`config.mk`:
```
export PLATFORM = sky130hd
export DESIGN_NAME = icr_bank
export DESIGN_NICKNAME = d
export VERILOG_FILES = /design/src/logic/icr_pkg.sv /design/src/logic/icr_grp_if.sv /design/src/logic/icr_group.sv /design/src/logic/icr_bank.sv
export SDC_FILE = /design/constraint.sdc
export NUM_CORES = 2
export LEC_CHECK = 0
export BUFFER_PORTS_ARGS = -buffer_cell sky130_fd_sc_hd__buf_2
export CAP_MARGIN = 0
export CORE_ASPECT_RATIO = 0.8
export CORE_MARGIN = 2
export CORE_UTILIZATION = 30
export DETAILED_ROUTE_END_ITERATION = 10
export SETUP_SLACK_MARGIN = 0.05
export SYNTH_ARGS = -nofsm -noshare
export SYNTH_HDL_FRONTEND = slang
export SYNTH_SLANG_ARGS = --single-unit
```
`constraint.sdc`:
```
create_clock -name clk -period 4.5 [get_ports clk]
set_clock_uncertainty 0.15 [all_clocks]
set_input_delay 0.45 -clock clk [delete_from_list [all_inputs] [get_ports clk]]
set_output_delay 0.45 -clock clk [all_outputs]
set_load 0.03 [all_outputs]
```
`src/logic/icr_pkg.sv`:
```
/*
  Package of the ingress credit threshold register bank: offsets, field
  layout, reset defaults, masks, states and small timing counts.
  Assumes a single core clock domain; used through icr_pkg:: only.
*/
package icr_pkg;

  // ----------------------------------------------------------------------
  // geometry
  // ----------------------------------------------------------------------
  localparam int NUM_GRP = 7; // st0: 2 groups, st1: 3 groups, st2: 2 groups
  localparam int CRED_W = 10;
  localparam int OFF_W = 12;
  localparam logic [2:0] STN_BASE_0 = 3'h0;
  localparam logic [2:0] STN_BASE_1 = 3'h2;
  localparam logic [2:0] STN_BASE_2 = 3'h5;
  localparam logic [1:0] STN_0 = 2'h0;
  localparam logic [1:0] STN_1 = 2'h1;
  localparam logic [1:0] STN_2 = 2'h2;
  localparam int GRP_INTERNAL = 2; // station 1 first slot, no external link

  // ----------------------------------------------------------------------
  // register offsets and word selects
  // ----------------------------------------------------------------------
  localparam logic [11:0] OFF_POSTED_FIRST = 12'hA00;
  localparam logic [11:0] OFF_NONPOSTED_FIRST = 12'hA04;
  localparam logic [11:0] OFF_COMPLETION_FIRST = 12'hA08;
  localparam logic [11:0] OFF_POSTED_SECOND = 12'hA18;
  localparam logic [11:0] OFF_NONPOSTED_SECOND = 12'hA1C;
  localparam logic [11:0] OFF_COMPLETION_SECOND = 12'hA20;
  localparam logic [11:0] OFF_POSTED_SIXTH = 12'hA30;
  localparam logic [11:0] OFF_NONPOSTED_SIXTH = 12'hA34;
  localparam logic [11:0] OFF_COMPLETION_SIXTH = 12'hA38;
  localparam logic [1:0] SEL_P = 2'h0;
  localparam logic [1:0] SEL_NP = 2'h1;
  localparam logic [1:0] SEL_C = 2'h2;
  localparam logic [1:0] SLOT_0 = 2'h0;
  localparam logic [1:0] SLOT_1 = 2'h1;
  localparam logic [1:0] SLOT_2 = 2'h2;

  // ----------------------------------------------------------------------
  // field layout and writable masks (reserved bits read zero)
  // ----------------------------------------------------------------------
  localparam int PAY_LSB = 3;
  localparam int PAY_MSB = 8;
  localparam int HDR_LSB = 9;
  localparam int HDR_MSB = 15;
  localparam int PTH_LSB = 16;
  localparam int PTH_MSB = 17;
  localparam int HTH_LSB = 18;
  localparam int HTH_MSB = 19;
  localparam int WGT_LSB = 20;
  localparam int WGT_MSB = 22;
  localparam logic [31:0] MASK_P = 32'h007F_FFF8;
  localparam logic [31:0] MASK_NP = 32'h007F_FE00;
  localparam logic [31:0] MASK_C = 32'h007F_FFF8;

  // ----------------------------------------------------------------------
  // reset defaults by strapped width (payload in units of eight)
  // ----------------------------------------------------------------------
  localparam logic [5:0] PD_UP_X4 = 6'h10;
  localparam logic [5:0] PD_UP_X8 = 6'h10;
  localparam logic [5:0] PD_DN_X4 = 6'h10;
  localparam logic [5:0] PD_DN_X8 = 6'h12;
  localparam logic [6:0] PH_UP_X4 = 7'h10;
  localparam logic [6:0] PH_UP_X8 = 7'h20;
  localparam logic [6:0] PH_DN_X4 = 7'h19;
  localparam logic [6:0] PH_DN_X8 = 7'h2E;
  localparam logic [6:0] NPH_UP_X4 = 7'h0C;
  localparam logic [6:0] NPH_UP_X8 = 7'h16;
  localparam logic [6:0] NPH_DN_X4 = 7'h10;
  localparam logic [6:0] NPH_DN_X8 = 7'h1D;
  localparam logic [6:0] CPLH_UP_X4 = 7'h12;
  localparam logic [6:0] CPLH_UP_X8 = 7'h20;
  localparam logic [6:0] CPLH_DN_X4 = 7'h0C;
  localparam logic [6:0] CPLH_DN_X8 = 7'h16;

  // ----------------------------------------------------------------------
  // threshold codes, weight codes, clamps, timing
  // ----------------------------------------------------------------------
  localparam logic [1:0] TH_75 = 2'h0;
  localparam logic [1:0] TH_50 = 2'h1;
  localparam logic [1:0] TH_25 = 2'h2;
  localparam logic [1:0] TH_100 = 2'h3;
  localparam logic [2:0] WGT_WIDTH = 3'h0;
  localparam logic [2:0] WGT_MUL2 = 3'h1;
  localparam logic [2:0] WGT_MUL4 = 3'h2;
  localparam logic [2:0] WGT_MUL8 = 3'h3;
  localparam logic [2:0] WGT_NONE = 3'h4;
  localparam logic [2:0] WGT_DIV2 = 3'h5;
  localparam logic [2:0] WGT_DIV4 = 3'h6;
  localparam logic [2:0] WGT_DIV8 = 3'h7;
  localparam logic [7:0] EFF_MIN = 8'h01;
  localparam logic [7:0] EFF_MAX = 8'h08;
  localparam logic [1:0] SYNC_CYCLES = 2'h2;

  typedef enum logic [3:0] {
    ST_SYNC = 4'b0001,
    ST_DEF = 4'b0010,
    ST_LOAD = 4'b0100,
    ST_RUN = 4'b1000
  } icr_state_t;

endpackage : icr_pkg

```
`src/logic/icr_grp_if.sv`:
```
/*
  Interface between the bank controller and one credit register group.
  Assumes both ends run on the same core clock.
*/
`timescale 1ns/1ps
interface icr_grp_if;
  logic load_def;
  logic def_x8;
  logic def_up;
  logic wr_en;
  logic [1:0] wr_sel;
  logic [31:0] wdata;
  logic [3:0] be;
  logic [31:0] p_word;
  logic [31:0] np_word;
  logic [31:0] c_word;

  modport grp (input load_def, def_x8, def_up, wr_en, wr_sel, wdata, be,
               output p_word, np_word, c_word);
  modport ctl (output load_def, def_x8, def_up, wr_en, wr_sel, wdata, be,
               input p_word, np_word, c_word);
endinterface : icr_grp_if

```
`src/logic/icr_group.sv`:
```
/*
  One port's posted, non-posted and completion credit words.
  Assumes the controller asserts load_def for one cycle with the strapped
  width before any write reaches the group.
*/
`timescale 1ns/1ps
module icr_group #(
  parameter bit ZERO_DEF = 1'b0
) (
  input wire logic clk,
  input wire logic nrst,
  icr_grp_if.grp g
);

  logic [31:0] p_q;
  logic [31:0] np_q;
  logic [31:0] c_q;
  logic [31:0] def_p;
  logic [31:0] def_np;
  logic [31:0] def_c;

  // byte-lane merge; reserved bits never take a one
  function automatic logic [31:0] merge(input logic [31:0] old, input logic [31:0] wd,
                                        input logic [3:0] be, input logic [31:0] mask);
    logic [31:0] lanes;
    lanes = {{8{be[3]}}, {8{be[2]}}, {8{be[1]}}, {8{be[0]}}};
    return ((wd & lanes) | (old & ~lanes)) & mask;
  endfunction : merge

  // width/role dependent defaults; the internal port stays at zero
  always_comb begin
    def_p = '0;
    def_np = '0;
    def_c = '0;
    if (!ZERO_DEF) begin
      def_p[icr_pkg::PAY_MSB:icr_pkg::PAY_LSB] = g.def_up ?
        (g.def_x8 ? icr_pkg::PD_UP_X8 : icr_pkg::PD_UP_X4) :
        (g.def_x8 ? icr_pkg::PD_DN_X8 : icr_pkg::PD_DN_X4);
      def_p[icr_pkg::HDR_MSB:icr_pkg::HDR_LSB] = g.def_up ?
        (g.def_x8 ? icr_pkg::PH_UP_X8 : icr_pkg::PH_UP_X4) :
        (g.def_x8 ? icr_pkg::PH_DN_X8 : icr_pkg::PH_DN_X4);
      def_np[icr_pkg::HDR_MSB:icr_pkg::HDR_LSB] = g.def_up ?
        (g.def_x8 ? icr_pkg::NPH_UP_X8 : icr_pkg::NPH_UP_X4) :
        (g.def_x8 ? icr_pkg::NPH_DN_X8 : icr_pkg::NPH_DN_X4);
      def_c[icr_pkg::PAY_MSB:icr_pkg::PAY_LSB] = g.def_up ?
        (g.def_x8 ? icr_pkg::PD_UP_X8 : icr_pkg::PD_UP_X4) :
        (g.def_x8 ? icr_pkg::PD_DN_X8 : icr_pkg::PD_DN_X4);
      def_c[icr_pkg::HDR_MSB:icr_pkg::HDR_LSB] = g.def_up ?
        (g.def_x8 ? icr_pkg::CPLH_UP_X8 : icr_pkg::CPLH_UP_X4) :
        (g.def_x8 ? icr_pkg::CPLH_DN_X8 : icr_pkg::CPLH_DN_X4);
    end
  end

  // posted word
  always_ff @(posedge clk or negedge nrst) begin
    if (!nrst) begin
      p_q <= '0;
    end else if (g.load_def) begin
      p_q <= def_p;
    end else if (g.wr_en && g.wr_sel == icr_pkg::SEL_P) begin
      p_q <= merge(p_q, g.wdata, g.be, icr_pkg::MASK_P);
    end
  end

  // non-posted word; payload bits are reserved since data sits with header
  always_ff @(posedge clk or negedge nrst) begin
    if (!nrst) begin
      np_q <= '0;
    end else if (g.load_def) begin
      np_q <= def_np;
    end else if (g.wr_en && g.wr_sel == icr_pkg::SEL_NP) begin
      np_q <= merge(np_q, g.wdata, g.be, icr_pkg::MASK_NP);
    end
  end

  // completion word
  always_ff @(posedge clk or negedge nrst) begin
    if (!nrst) begin
      c_q <= '0;
    end else if (g.load_def) begin
      c_q <= def_c;
    end else if (g.wr_en && g.wr_sel == icr_pkg::SEL_C) begin
      c_q <= merge(c_q, g.wdata, g.be, icr_pkg::MASK_C);
    end
  end

  assign g.p_word = p_q;
  assign g.np_word = np_q;
  assign g.c_word = c_q;

endmodule : icr_group

```
`src/logic/icr_bank.sv`:
```
/*
  Ingress credit threshold register bank of a three-station switch:
  configuration and serial-memory access, strapped defaults, and the
  advertised VC0 credits, high-priority update thresholds and congested
  weighting per port.
  Assumes straps are pins (synchronised here); configuration, loader and
  negotiated link width come from logic on the same core clock.
*/
`timescale 1ns/1ps

module icr_bank #(
  parameter int NG = icr_pkg::NUM_GRP,
  parameter int CW = icr_pkg::CRED_W
) (
  input wire logic clk,
  input wire logic nrst,
  input wire logic [NG-1:0] strap_x8,
  input wire logic [NG-1:0] strap_up,
  input wire logic ee_wr,
  input wire logic [1:0] ee_station,
  input wire logic [11:0] ee_offset,
  input wire logic [31:0] ee_wdata,
  input wire logic ee_done,
  output logic ee_ready,
  input wire logic cfg_req,
  input wire logic cfg_wr,
  input wire logic [1:0] cfg_station,
  input wire logic [11:0] cfg_offset,
  input wire logic [31:0] cfg_wdata,
  input wire logic [3:0] cfg_be,
  output logic cfg_ready,
  output logic cfg_ack_q,
  output logic cfg_miss_q,
  output logic [31:0] cfg_rdata_q,
  input wire logic [NG-1:0][3:0] link_width,
  output logic fc_init_valid,
  output logic [NG-1:0][CW-1:0] ph_cred_q,
  output logic [NG-1:0][CW-1:0] pd_cred_q,
  output logic [NG-1:0][CW-1:0] nph_cred_q,
  output logic [NG-1:0][CW-1:0] cplh_cred_q,
  output logic [NG-1:0][CW-1:0] cpld_cred_q,
  output logic [NG-1:0][CW-1:0] ph_hp_q,
  output logic [NG-1:0][CW-1:0] pd_hp_q,
  output logic [NG-1:0][CW-1:0] nph_hp_q,
  output logic [NG-1:0][CW-1:0] cplh_hp_q,
  output logic [NG-1:0][CW-1:0] cpld_hp_q,
  output logic [NG-1:0][3:0] eff_width_q,
  output logic [NG-1:0] pool_block_q
);

  // ----------------------------------------------------------------------
  // decode helpers
  // ----------------------------------------------------------------------

  // {hit, group[2:0], select[1:0]} for a station-relative offset
  function automatic logic [5:0] decode(input logic [1:0] st, input logic [11:0] off);
    logic [1:0] slot;
    logic [1:0] sel;
    logic hit;
    logic [2:0] grp;
    hit = 1'b1;
    slot = icr_pkg::SLOT_0;
    sel = icr_pkg::SEL_P;
    grp = '0;
    case (off)
      icr_pkg::OFF_POSTED_FIRST: begin slot = icr_pkg::SLOT_0; sel = icr_pkg::SEL_P; end
      icr_pkg::OFF_NONPOSTED_FIRST: begin slot = icr_pkg::SLOT_0; sel = icr_pkg::SEL_NP; end
      icr_pkg::OFF_COMPLETION_FIRST: begin slot = icr_pkg::SLOT_0; sel = icr_pkg::SEL_C; end
      icr_pkg::OFF_POSTED_SECOND: begin slot = icr_pkg::SLOT_1; sel = icr_pkg::SEL_P; end
      icr_pkg::OFF_NONPOSTED_SECOND: begin slot = icr_pkg::SLOT_1; sel = icr_pkg::SEL_NP; end
      icr_pkg::OFF_COMPLETION_SECOND: begin slot = icr_pkg::SLOT_1; sel = icr_pkg::SEL_C; end
      icr_pkg::OFF_POSTED_SIXTH: begin slot = icr_pkg::SLOT_2; sel = icr_pkg::SEL_P; end
      icr_pkg::OFF_NONPOSTED_SIXTH: begin slot = icr_pkg::SLOT_2; sel = icr_pkg::SEL_NP; end
      icr_pkg::OFF_COMPLETION_SIXTH: begin slot = icr_pkg::SLOT_2; sel = icr_pkg::SEL_C; end
      default: hit = 1'b0;
    endcase
    // outer stations own two groups; only the middle one has a sixth slot
    case (st)
      icr_pkg::STN_0: begin
        grp = icr_pkg::STN_BASE_0 + {1'b0, slot};
        if (slot == icr_pkg::SLOT_2) hit = 1'b0;
      end
      icr_pkg::STN_1: begin
        grp = icr_pkg::STN_BASE_1 + {1'b0, slot};
      end
      icr_pkg::STN_2: begin
        grp = icr_pkg::STN_BASE_2 + {1'b0, slot};
        if (slot == icr_pkg::SLOT_2) hit = 1'b0;
      end
      default: hit = 1'b0;
    endcase
    return {hit, grp, sel};
  endfunction : decode

  // high-priority update threshold as a credit count, in quarters
  function automatic logic [CW-1:0] hp_count(input logic [CW-1:0] cred,
                                             input logic [1:0] code);
    logic [2:0] quarters;
    logic [CW+2:0] prod;
    case (code)
      icr_pkg::TH_75: quarters = 3'h3;
      icr_pkg::TH_50: quarters = 3'h2;
      icr_pkg::TH_25: quarters = 3'h1;
      icr_pkg::TH_100: quarters = 3'h4;
      default: quarters = 3'h3;
    endcase
    prod = {3'h0, cred} * {{CW{1'b0}}, quarters};
    return prod[CW+1:2];
  endfunction : hp_count

  // congested weighting applied to the negotiated width, then clamped
  function automatic logic [3:0] eff_width(input logic [2:0] code, input logic [3:0] lw);
    logic [7:0] w;
    w = {4'h0, lw};
    case (code)
      icr_pkg::WGT_WIDTH: w = {4'h0, lw};
      icr_pkg::WGT_MUL2: w = {3'h0, lw, 1'b0};
      icr_pkg::WGT_MUL4: w = {2'h0, lw, 2'h0};
      icr_pkg::WGT_MUL8: w = {1'h0, lw, 3'h0};
      icr_pkg::WGT_DIV2: w = {5'h0, lw[3:1]};
      icr_pkg::WGT_DIV4: w = {6'h0, lw[3:2]};
      icr_pkg::WGT_DIV8: w = {7'h0, lw[3]};
      default: w = {4'h0, lw};
    endcase
    if (w < icr_pkg::EFF_MIN) w = icr_pkg::EFF_MIN;
    if (w > icr_pkg::EFF_MAX) w = icr_pkg::EFF_MAX;
    return w[3:0];
  endfunction : eff_width

  // ----------------------------------------------------------------------
  // strap synchronisers and start-up sequence
  // ----------------------------------------------------------------------
  logic [NG-1:0] x8_meta_q;
  logic [NG-1:0] x8_sync_q;
  logic [NG-1:0] up_meta_q;
  logic [NG-1:0] up_sync_q;
  logic [1:0] sync_cnt_q;
  icr_pkg::icr_state_t state_q;
  icr_pkg::icr_state_t state_d;

  // straps are pins: two flops before anything looks at them
  always_ff @(posedge clk or negedge nrst) begin
    if (!nrst) begin
      x8_meta_q <= '0;
      x8_sync_q <= '0;
      up_meta_q <= '0;
      up_sync_q <= '0;
    end else begin
      x8_meta_q <= strap_x8;
      x8_sync_q <= x8_meta_q;
      up_meta_q <= strap_up;
      up_sync_q <= up_meta_q;
    end
  end

  // wait for the synchroniser to fill before trusting the straps
  always_ff @(posedge clk or negedge nrst) begin
    if (!nrst) begin
      sync_cnt_q <= '0;
    end else if (state_q == icr_pkg::ST_SYNC) begin
      sync_cnt_q <= sync_cnt_q + 2'h1;
    end
  end

  // sequence: defaults, then serial memory, then advertise
  always_comb begin
    state_d = state_q;
    case (state_q)
      icr_pkg::ST_SYNC: begin
        if (sync_cnt_q == icr_pkg::SYNC_CYCLES) state_d = icr_pkg::ST_DEF;
      end
      icr_pkg::ST_DEF: state_d = icr_pkg::ST_LOAD;
      icr_pkg::ST_LOAD: begin
        if (ee_done && !ee_wr) state_d = icr_pkg::ST_RUN;
      end
      icr_pkg::ST_RUN: state_d = icr_pkg::ST_RUN;
      default: state_d = icr_pkg::ST_SYNC;
    endcase
  end

  always_ff @(posedge clk or negedge nrst) begin
    if (!nrst) begin
      state_q <= icr_pkg::ST_SYNC;
    end else begin
      state_q <= state_d;
    end
  end

  // credits are only advertised once defaults and loader values are in
  assign fc_init_valid = (state_q == icr_pkg::ST_RUN);
  assign ee_ready = (state_q == icr_pkg::ST_LOAD);
  assign cfg_ready = (state_q == icr_pkg::ST_RUN);

  // ----------------------------------------------------------------------
  // access path: loader during load, configuration afterwards
  // ----------------------------------------------------------------------
  logic cfg_take;
  logic ee_take;
  logic [5:0] cfg_dec;
  logic [5:0] ee_dec;
  logic wr_any;
  logic [2:0] wr_grp;
  logic [1:0] wr_sel;
  logic [31:0] wr_data;
  logic [3:0] wr_be;
  logic [31:0] p_word [NG];
  logic [31:0] np_word [NG];
  logic [31:0] c_word [NG];
  logic [31:0] rd_word;

  assign cfg_take = cfg_req && cfg_ready;
  assign ee_take = ee_wr && ee_ready;
  assign cfg_dec = decode(cfg_station, cfg_offset);
  assign ee_dec = decode(ee_station, ee_offset);

  // one writer at a time: the states keep the two sources apart
  always_comb begin
    wr_any = 1'b0;
    wr_grp = '0;
    wr_sel = '0;
    wr_data = '0;
    wr_be = '0;
    if (ee_take && ee_dec[5]) begin
      wr_any = 1'b1;
      wr_grp = ee_dec[4:2];
      wr_sel = ee_dec[1:0];
      wr_data = ee_wdata;
      wr_be = 4'hF;
    end else if (cfg_take && cfg_wr && cfg_dec[5]) begin
      wr_any = 1'b1;
      wr_grp = cfg_dec[4:2];
      wr_sel = cfg_dec[1:0];
      wr_data = cfg_wdata;
      wr_be = cfg_be;
    end
  end

  // read mux; unmapped offsets read as zero
  always_comb begin
    rd_word = '0;
    if (cfg_dec[5]) begin
      case (cfg_dec[1:0])
        icr_pkg::SEL_P: rd_word = p_word[cfg_dec[4:2]];
        icr_pkg::SEL_NP: rd_word = np_word[cfg_dec[4:2]];
        icr_pkg::SEL_C: rd_word = c_word[cfg_dec[4:2]];
        default: rd_word = '0;
      endcase
    end
  end

  // answer one cycle after the request is taken
  always_ff @(posedge clk or negedge nrst) begin
    if (!nrst) begin
      cfg_ack_q <= 1'b0;
      cfg_miss_q <= 1'b0;
      cfg_rdata_q <= '0;
    end else begin
      cfg_ack_q <= cfg_take;
      cfg_miss_q <= cfg_take && !cfg_dec[5];
      if (cfg_take) cfg_rdata_q <= cfg_wr ? 32'h0000_0000 : rd_word;
    end
  end

  // ----------------------------------------------------------------------
  // register groups and advertised values
  // ----------------------------------------------------------------------
  icr_grp_if gif [NG] ();

  for (genvar i = 0; i < NG; i++) begin : g_grp
    logic [31:0] pw;
    logic [31:0] nw;
    logic [31:0] cw;
    logic [CW-1:0] ph;
    logic [CW-1:0] pd;
    logic [CW-1:0] nph;
    logic [CW-1:0] cplh;
    logic [CW-1:0] cpld;

    assign gif[i].load_def = (state_q == icr_pkg::ST_DEF);
    assign gif[i].def_x8 = x8_sync_q[i];
    assign gif[i].def_up = up_sync_q[i];
    assign gif[i].wr_en = wr_any && (wr_grp == 3'(i));
    assign gif[i].wr_sel = wr_sel;
    assign gif[i].wdata = wr_data;
    assign gif[i].be = wr_be;

    // the internal port resets to zero so no buffer goes to it
    icr_group #(
      .ZERO_DEF(i == icr_pkg::GRP_INTERNAL)
    ) u_group (
      .clk(clk),
      .nrst(nrst),
      .g(gif[i])
    );

    assign pw = gif[i].p_word;
    assign nw = gif[i].np_word;
    assign cw = gif[i].c_word;
    assign p_word[i] = pw;
    assign np_word[i] = nw;
    assign c_word[i] = cw;

    // payload fields count eight credits per step, headers one
    assign pd = {1'b0, pw[icr_pkg::PAY_MSB:icr_pkg::PAY_LSB], 3'h0};
    assign ph = {3'h0, pw[icr_pkg::HDR_MSB:icr_pkg::HDR_LSB]};
    assign nph = {3'h0, nw[icr_pkg::HDR_MSB:icr_pkg::HDR_LSB]};
    assign cpld = {1'b0, cw[icr_pkg::PAY_MSB:icr_pkg::PAY_LSB], 3'h0};
    assign cplh = {3'h0, cw[icr_pkg::HDR_MSB:icr_pkg::HDR_LSB]};

    // registered so the link side sees steady values, one cycle late
    always_ff @(posedge clk or negedge nrst) begin
      if (!nrst) begin
        ph_cred_q[i] <= '0;
        pd_cred_q[i] <= '0;
        nph_cred_q[i] <= '0;
        cplh_cred_q[i] <= '0;
        cpld_cred_q[i] <= '0;
      end else begin
        ph_cred_q[i] <= ph;
        pd_cred_q[i] <= pd;
        nph_cred_q[i] <= nph;
        cplh_cred_q[i] <= cplh;
        cpld_cred_q[i] <= cpld;
      end
    end

    // update thresholds; non-posted payload has none of its own
    always_ff @(posedge clk or negedge nrst) begin
      if (!nrst) begin
        ph_hp_q[i] <= '0;
        pd_hp_q[i] <= '0;
        nph_hp_q[i] <= '0;
        cplh_hp_q[i] <= '0;
        cpld_hp_q[i] <= '0;
      end else begin
        pd_hp_q[i] <= hp_count(pd, pw[icr_pkg::PTH_MSB:icr_pkg::PTH_LSB]);
        ph_hp_q[i] <= hp_count(ph, pw[icr_pkg::HTH_MSB:icr_pkg::HTH_LSB]);
        nph_hp_q[i] <= hp_count(nph, nw[icr_pkg::HTH_MSB:icr_pkg::HTH_LSB]);
        cpld_hp_q[i] <= hp_count(cpld, cw[icr_pkg::PTH_MSB:icr_pkg::PTH_LSB]);
        cplh_hp_q[i] <= hp_count(cplh, cw[icr_pkg::HTH_MSB:icr_pkg::HTH_LSB]);
      end
    end

    // congested weighting, taken from the posted word only
    always_ff @(posedge clk or negedge nrst) begin
      if (!nrst) begin
        eff_width_q[i] <= '0;
        pool_block_q[i] <= 1'b0;
      end else begin
        eff_width_q[i] <= eff_width(pw[icr_pkg::WGT_MSB:icr_pkg::WGT_LSB], link_width[i]);
        pool_block_q[i] <= (pw[icr_pkg::WGT_MSB:icr_pkg::WGT_LSB] == icr_pkg::WGT_NONE);
      end
    end
  end

endmodule : icr_bank

```
======== Yosys cells after proc, flatten, opt, wreduce, memory -nomap -nowiden ========
Cells that the tools add are included.
cells by class
  add/sub/neg operators ................... 5
  multipliers ............................. 35
  div/mod/pow operators ................... 0
  order comparisons ....................... 15
  equality and inequality tests ........... 195
  shift-type cells ........................ 0
  muxes and demuxes ....................... 195
  bitwise logic cells ..................... 45
  reductions and logical operators ........ 111
operators with widths
  operator                number
  $mux W32                50
  $and A23 B23 Y23        22
  $or A23 B23 Y23         21
  $pmux W3 S4             35
  $pmux W7 S6             7
  $bmux W32 S3            3
  $eq A12 B12 Y1 const B  18
  $mul A7 B3 Y10          21
  $mux W7                 25
  $eq A2 B2 Y1 const B    77
  $mux W6                 24
  $mul A6 B3 Y9           14
  $pmux W32 S3            1
  $eq A3 B3 Y1 const B    31
  $eq A2 B1 Y1 const B    39
  $logic_not A2 Y1        39
  $mux W4                 15
  $eq A3 B2 Y1 const B    16
  $gt A8 B4 Y1 const B    6
  $lt A8 B1 Y1 const B    6
  $mux W23                2
  $reduce_bool A2 Y1      21
  $logic_and A1 B1 Y1     35
  $mux W5                 6
  27 further kinds        67
storage, ports and cells
  bits in registers ....................... 1,300
  latch bits .............................. 0
  bits in writable memories ............... 0
  memory bits (read-only) ................. 0
  input bits .............................. 144
  output and inout port bits .............. 772
  memories ................................ 0

======== Depth between registers and ports, before layout ========
  depth in word-level cells ............... 14
  depth in mapped cells ................... 15

======== Cells and area by module ========
From an unflattened synthesis, not the netlist that was laid out.
second synthesis, totals
  cell total of the unflattened synthesis .. 5,991
  area total of the unflattened synthesis .. 62,288.5 sq um
by module, submodules not included
  module                            times used  cells each  area each (sq um)
  icr_bank                          1           4,251       42,746.0
  icr_group (g_grp[1].u_group ...)  5           248         2,776.4
  icr_group (g_grp[2].u_group)      1           252         2,896.5
  icr_group (g_grp[0].u_group)      1           248         2,763.9

======== Least setup slack after synthesis ========
No wires, ideal clock.
  kind .................................... input to register
  from .................................... input port ee_offset[3]
  to ...................................... register g_grp[1].u_group.p_q[13]
  arrival time ............................ 3.609 ns
  required time ........................... 4.197 ns
  path slack .............................. 0.588 ns
  stages .................................. 14
  cells stage by stage .................... buf_2 -> nor4b_1 -> o211ai_1 -> ha_1 -> mux2i_1 -> nand4_1 -> a211oi_2 -> mux2i_1 -> buf_2 -> o211ai_2 -> or3b_2 -> buf_2 -> nand3_1 -> o221ai_1
between the ends
  cells in the longest elaborated chain, start to end .. 13
  elaborated cells on any way between the ends .. 40
  classes of those cells .................. add/sub: 2; eq/ne: 11; mux: 13; bitwise: 4; reduce/logical: 10
ends and longest elaborated chain
  item                                                    line             RTL
  from (decl)                                             icr_bank.sv:21   input wire logic [11:0] ee_offset,
  branches (longest 13 deep; another with $add A3 B2 Y3)  -
  to (signal assigned)                                    icr_group.sv:59  p_q <= def_p;
  to (signal assigned)                                    icr_group.sv:61  p_q <= merge(p_q, g.wdata, g.be, icr_pkg::MASK_P);
  to (decl)                                               icr_group.sv:15  logic [31:0] p_q;
Parallel ways; which one is timed is not known. The select of a mux whose other input is x is not followed.
A chain may end at the register's enable or synchronous reset.

======== Final worst setup path ========
  from .................................... register state_q[1]
  to ...................................... register g_grp[6].u_group.np_q[18]
between the ends
  cells in the longest elaborated chain, start to end .. 11
  elaborated cells on any way between the ends .. 29
  classes of those cells .................. eq/ne: 5; mux: 12; bitwise: 4; reduce/logical: 8
ends and longest elaborated chain
  item                                line             RTL
  from (decl)                         icr_bank.sv:138  icr_pkg::icr_state_t state_q;
  from (signal assigned)              icr_bank.sv:183  state_q <= icr_pkg::ST_SYNC;
  from (signal assigned)              icr_bank.sv:185  state_q <= state_d;
  $eq A4 B4 Y1 *                      icr_bank.sv:192  assign cfg_ready = (state_q == icr_pkg::ST_RUN);
  $logic_and A1 B1 Y1 *               icr_bank.sv:211  assign cfg_take = cfg_req && cfg_ready;
  via cfg_take                        icr_bank.sv:197  logic cfg_take;
  $logic_and A1 B1 Y1 * (2 in a row)  icr_bank.sv:229  end else if (cfg_take && cfg_wr && cfg_dec[5]) begin
  $mux W3                             icr_bank.sv:229
  $mux W3                             icr_bank.sv:223  if (ee_take && ee_dec[5]) begin
  $not A23 Y23                        icr_group.sv:27  return ((wd & lanes) | (old & ~lanes)) & mask;
  $and A23 B23 Y23                    icr_group.sv:27
  $or A23 B23 Y23                     icr_group.sv:27
  $mux W32                            icr_group.sv:71  end else if (g.wr_en && g.wr_sel == icr_pkg::SEL_NP) begin
  $mux W32                            icr_group.sv:69  end else if (g.load_def) begin
  to (signal assigned)                icr_group.sv:70  np_q <= def_np;
  to (signal assigned)                icr_group.sv:72  np_q <= merge(np_q, g.wdata, g.be, icr_pkg::MASK_NP);
  to (decl)                           icr_group.sv:16  logic [31:0] np_q;
Mark *: on every way through the listed nets, which the timed path passes. The rest lies on a longest branch. The select of a mux whose other input is x is not followed.

==> reports/qor.yml <==
outcome:
  outcome: "completed"
floorplan:
  core_area_um2: 185000
  ioPinCount: 916
  start_util: 0.303
  die-height_um: 391
  die-area_um2: 190000
  placementRows: 141
  fp.dieW_um: 487
worst_hold_path:
  min_path_cells: 4
  hp-class: "input pin to flip-flop"
timing:
  period_needed_ns: 3.96
  max_slew_margin: 0.107
  grt_setup_unrepaired: "false"
  period_share: 0.879
  hold_violations: 0
  fmax_mhz: 253
  drv_slew: 0
  setup_viol: 0
  setup_tns_ns: 0
  worst_pin_slew_ns: 1.33
placed_design:
  portBuffers: 701
  hpwl_um: 183000
  dp_cells: 8579
  routabilityCongestion: 0.986
global_routing:
  grt-ovfl-total: 0
  grt_pass1_vias: 44700
  grt_max_degree: 112
  grt_usage: 0.239
  antenna_found_initial: 49
  grt_pass1_wl_um: 328000
power_and_ir_drop:
  clkPwrFrac: 0.304
  ir_worst_vdd_mv: 0.375
  power_mw: 33.4
  p_per_area_nw_per_um2: 487
  p_sw_mw: 13.2
  p_int_mw: 20.2
  comb_power_share: 0.319
  p_sw_frac: 0.395
  p_leak_nw: 35.1
  seqPwrFrac: 0.378
critical_path:
  cp.arrival_ns: 4.43
  path_class: "flip-flop to flip-flop"
  rr_worst_depth: 11
  crit_path_max_fanout: 16
  cp_top_family: "simple AND/OR/NAND/NOR gates"
  cp-start-kind: "flip-flop"
  cp_slowest_stage_delay_ns: 0.57
  crit_path_end_kind: "flip-flop"
  critical_path.slowest_cell: "nor4b_4"
  worst-path-stages: 11
  cp.buffers_inverters: 3
  crit_required_ns: 4.98
  path_cells: "nor4b_4, nand2_1, inv_2, nand3_1, nor2_4, buf_4, nand2_1, o221ai_1, buf_4, a21oi_1, o21a_1"
clocking:
  path_clk_slew_ns: 0.06
  clkLatencyLatePin_ns: 0.78
  numCtsBuffers: 113
  cts_sinks: 990
  cts_buffer_depth: 3
  root_buffer: "clkbuf_16"
  h-tree-depth: 3
  cts_tree: "built"
cells_and_area:
  synthToLayoutAreaGrowth_pct: 22.2
  finish.net_count: 6975
  final_util: 0.370
  seqCellArea_um2: 24800
  instances_no_fill: 8875
  post_route_cells_drive_above_1_share: 0.216
  nFillCells: 18400
  multi_input_area_um2: 27800
yosys:
  synthSimpleGateAreaFrac: 0.142
  post_synth.cell_area_avg_um2: 10.4
  synth_top_area_frac: 0.441
  syn-instance-count: 5378
  ys_seq_elements: 990
  syn_area_um2: 56100
  synth_xor_area_frac: 0.0262
  async_flop_share: 1.00
  synth_top_area_cell: "dfrtp_1"
  yosys_warnings: 0
  synth.area.top_cells: "dfrtp_1 44%, ha_1 7.0%, fa_1 7.0%, nand2b_1 3.5%, inv_1 3.2%"
  ys_seq_area_frac: 0.442
  muxShareOfSynthArea: 0.0228
  ys.flop_type: "dfrtp_1"
  synth-compound-area-share: 0.152
  synth.distinct_cells: 98
  synth_edf_count: 0
  synth_top_family_by_area: "compound AO/OA/AOI/OAI gates"
  synth_adder_area_share: 0.140
routing:
  via_per_inst: 5.18
  initialDrtViolationCount: 4620
  routed_wl_um: 233000
  wire_per_inst_um: 26.3
  num_vias: 46000
  drtPass1Iterations: 6
  drc: 0
  postRouteAntennaNets: 0
run:
  cap_violations: 0
==> logic make-up after synthesis <==
logic type,Yosys count
compound gates,1188
xor+xnor,168
fa+ha+maj,510
buf+inv,918
flops,990
mux,114
other cells,1
simple gates,1489
==> placed cells by master (no fill, tap or decap), types with 20 or more instances in the layout <==
cell type	n
buf_2	700
a221o_1	58
o21a_1	77
nor3b_1	20
and2_1	25
xor2_1	25
inv_1	477
diode_2	27
xnor2_1	143
o211ai_1	41
a21oi_1	314
nor2_1	191
nand3_1	200
o22ai_1	26
nand2_1	358
dlygate4sd3_1	58
dfrtp_1	989
nor2b_1	166
and3_1	105
buf_12	36
nand2b_1	314
buf_4	286
a22oi_1	22
o21bai_1	77
a21o_1	94
conb_1	187
clkbuf_16	116
a211oi_1	65
mux2i_1	55
a31oi_1	41
o22a_1	68
fa_1	196
ha_1	314
mux2_2	51
o21ai_0	93
a22o_1	22
o221a_2	26
==> power by group through the flow <==
stage / sequential [mW] / clock [mW] / combinational (mW)
2_1_floorplan: 13.8 / 0 / 5.34
3_3_place_gp: 12.8 / 0 / 10.4
3_5_place_dp: 12.7 / 0 / 10.6
4_1_cts: 12.6 / 10.3 / 10.7
5_1_grt: 12.7 / 10.7 / 11.8
6_report: 12.6 / 10.1 / 10.6
==> cell type report <==
class / instances / share of cell area
well taps: 2431 / 0.0444
repair buffers: 1081 / 0.102
diodes: 27 / 0.000986
flip-flops and latches: 990 / 0.362
multi-input cells: 3656 / 0.406
inverters: 479 / 0.0262
clock inverters: 65 / 0.0126
clock buffers: 146 / 0.0461
==> metrics by stage <==
step                      cell area (um^2)  hold WS (ns)  setup WS [ns]
final                                68500        0.0734          0.543
after global routing                 68500        0.0311          0.315
after CTS                            68400       0.00443          0.517
after detailed placement             63800         0.186          0.382
after global placement               63800         0.186          0.439
after floorplan                      56800       0.00441          0.588
==> registers in the layout, indices dropped and copies added, names as in the netlist, 2 cells and up <==
signal,cells
x8_sync_q,6
up_meta_q,6
sync_cnt_q,2
cpld_hp_q,63
nph_hp_q,56
x8_meta_q,6
cplh_cred_q,49
up_sync_q,6
ph_cred_q,49
g_grp.u_group.g.np_word,98
eff_width_q,28
nph_cred_q,49
g_grp.u_group.g.p_word,140
cpld_cred_q,42
cfg_rdata_q,20
pd_hp_q,63
g_grp.u_group.g.c_word,140
pd_cred_q,42
ph_hp_q,56
cplh_hp_q,56
pool_block_q,7
state_q,4
==> final timing paths <==
| kind | startpoint | end | slack (ns) |
|---|---|---|---|
| worst max-delay path | state_q[1] | g_grp[6].u_group.g.np_word[18] | 0.54 |
| worst min-delay path | ee_wdata[13] | g_grp[2].u_group.g.p_word[13] | 0.07 |
| worst max register to register | state_q[1] | g_grp[6].u_group.g.np_word[18] | 0.54 |
| worst min register to register | x8_meta_q[0] | x8_sync_q[0] | 0.20 |
| max in group asynchronous | nrst | eff_width_q[5] | 2.65 |
| min in group asynchronous | nrst | cplh_hp_q[3] | 0.18 |
==> Yosys cell counts, types with 56 or more instances <==
library cell,n
o21ai_0,93
o21a_1,77
a21oi_1,314
o22a_1,68
nor2b_1,166
ha_1,314
clkbuf_1,196
a211oi_1,65
a21o_1,94
buf_4,191
fa_1,196
dfrtp_1,989
o21bai_1,77
mux2i_1,56
nand3_1,200
and3_1,105
xnor2_1,143
inv_1,477
nand2b_1,314
nor2_1,194
a221o_1,58
nand2_1,358
==> timing repair <==
item / CTS / global route
hold endpoints to repair: 143 / 0
buffers inserted: 0 / 0
gates resized for setup: 0 / 0
hold buffers: 58 / 0
==> worst register-to-register path: cells and delay by family (launching register included) <==
kind	cells	cell delay (ns)
AOI/OAI and AO/OA	3	0.69
and+or+nand+nor	5	1.80
DFF	1	0.49
buffers and inverters	3	0.70
==> metal layers <==
| metal | vias to the layer above | global-route usage | wire (um) |
|---|---|---|---|
| met1 | 23200 | 0.315 | 94700 |
| met4 | 20 | 0.0963 | 10200 |
| li1 | 20000 | - | - |
| met5 | - | 0 | 149 |
| met2 | 2351 | 0.366 | 104000 |
| met3 | 457 | 0.0726 | 24400 |
(Power assumes the default switching activity.)
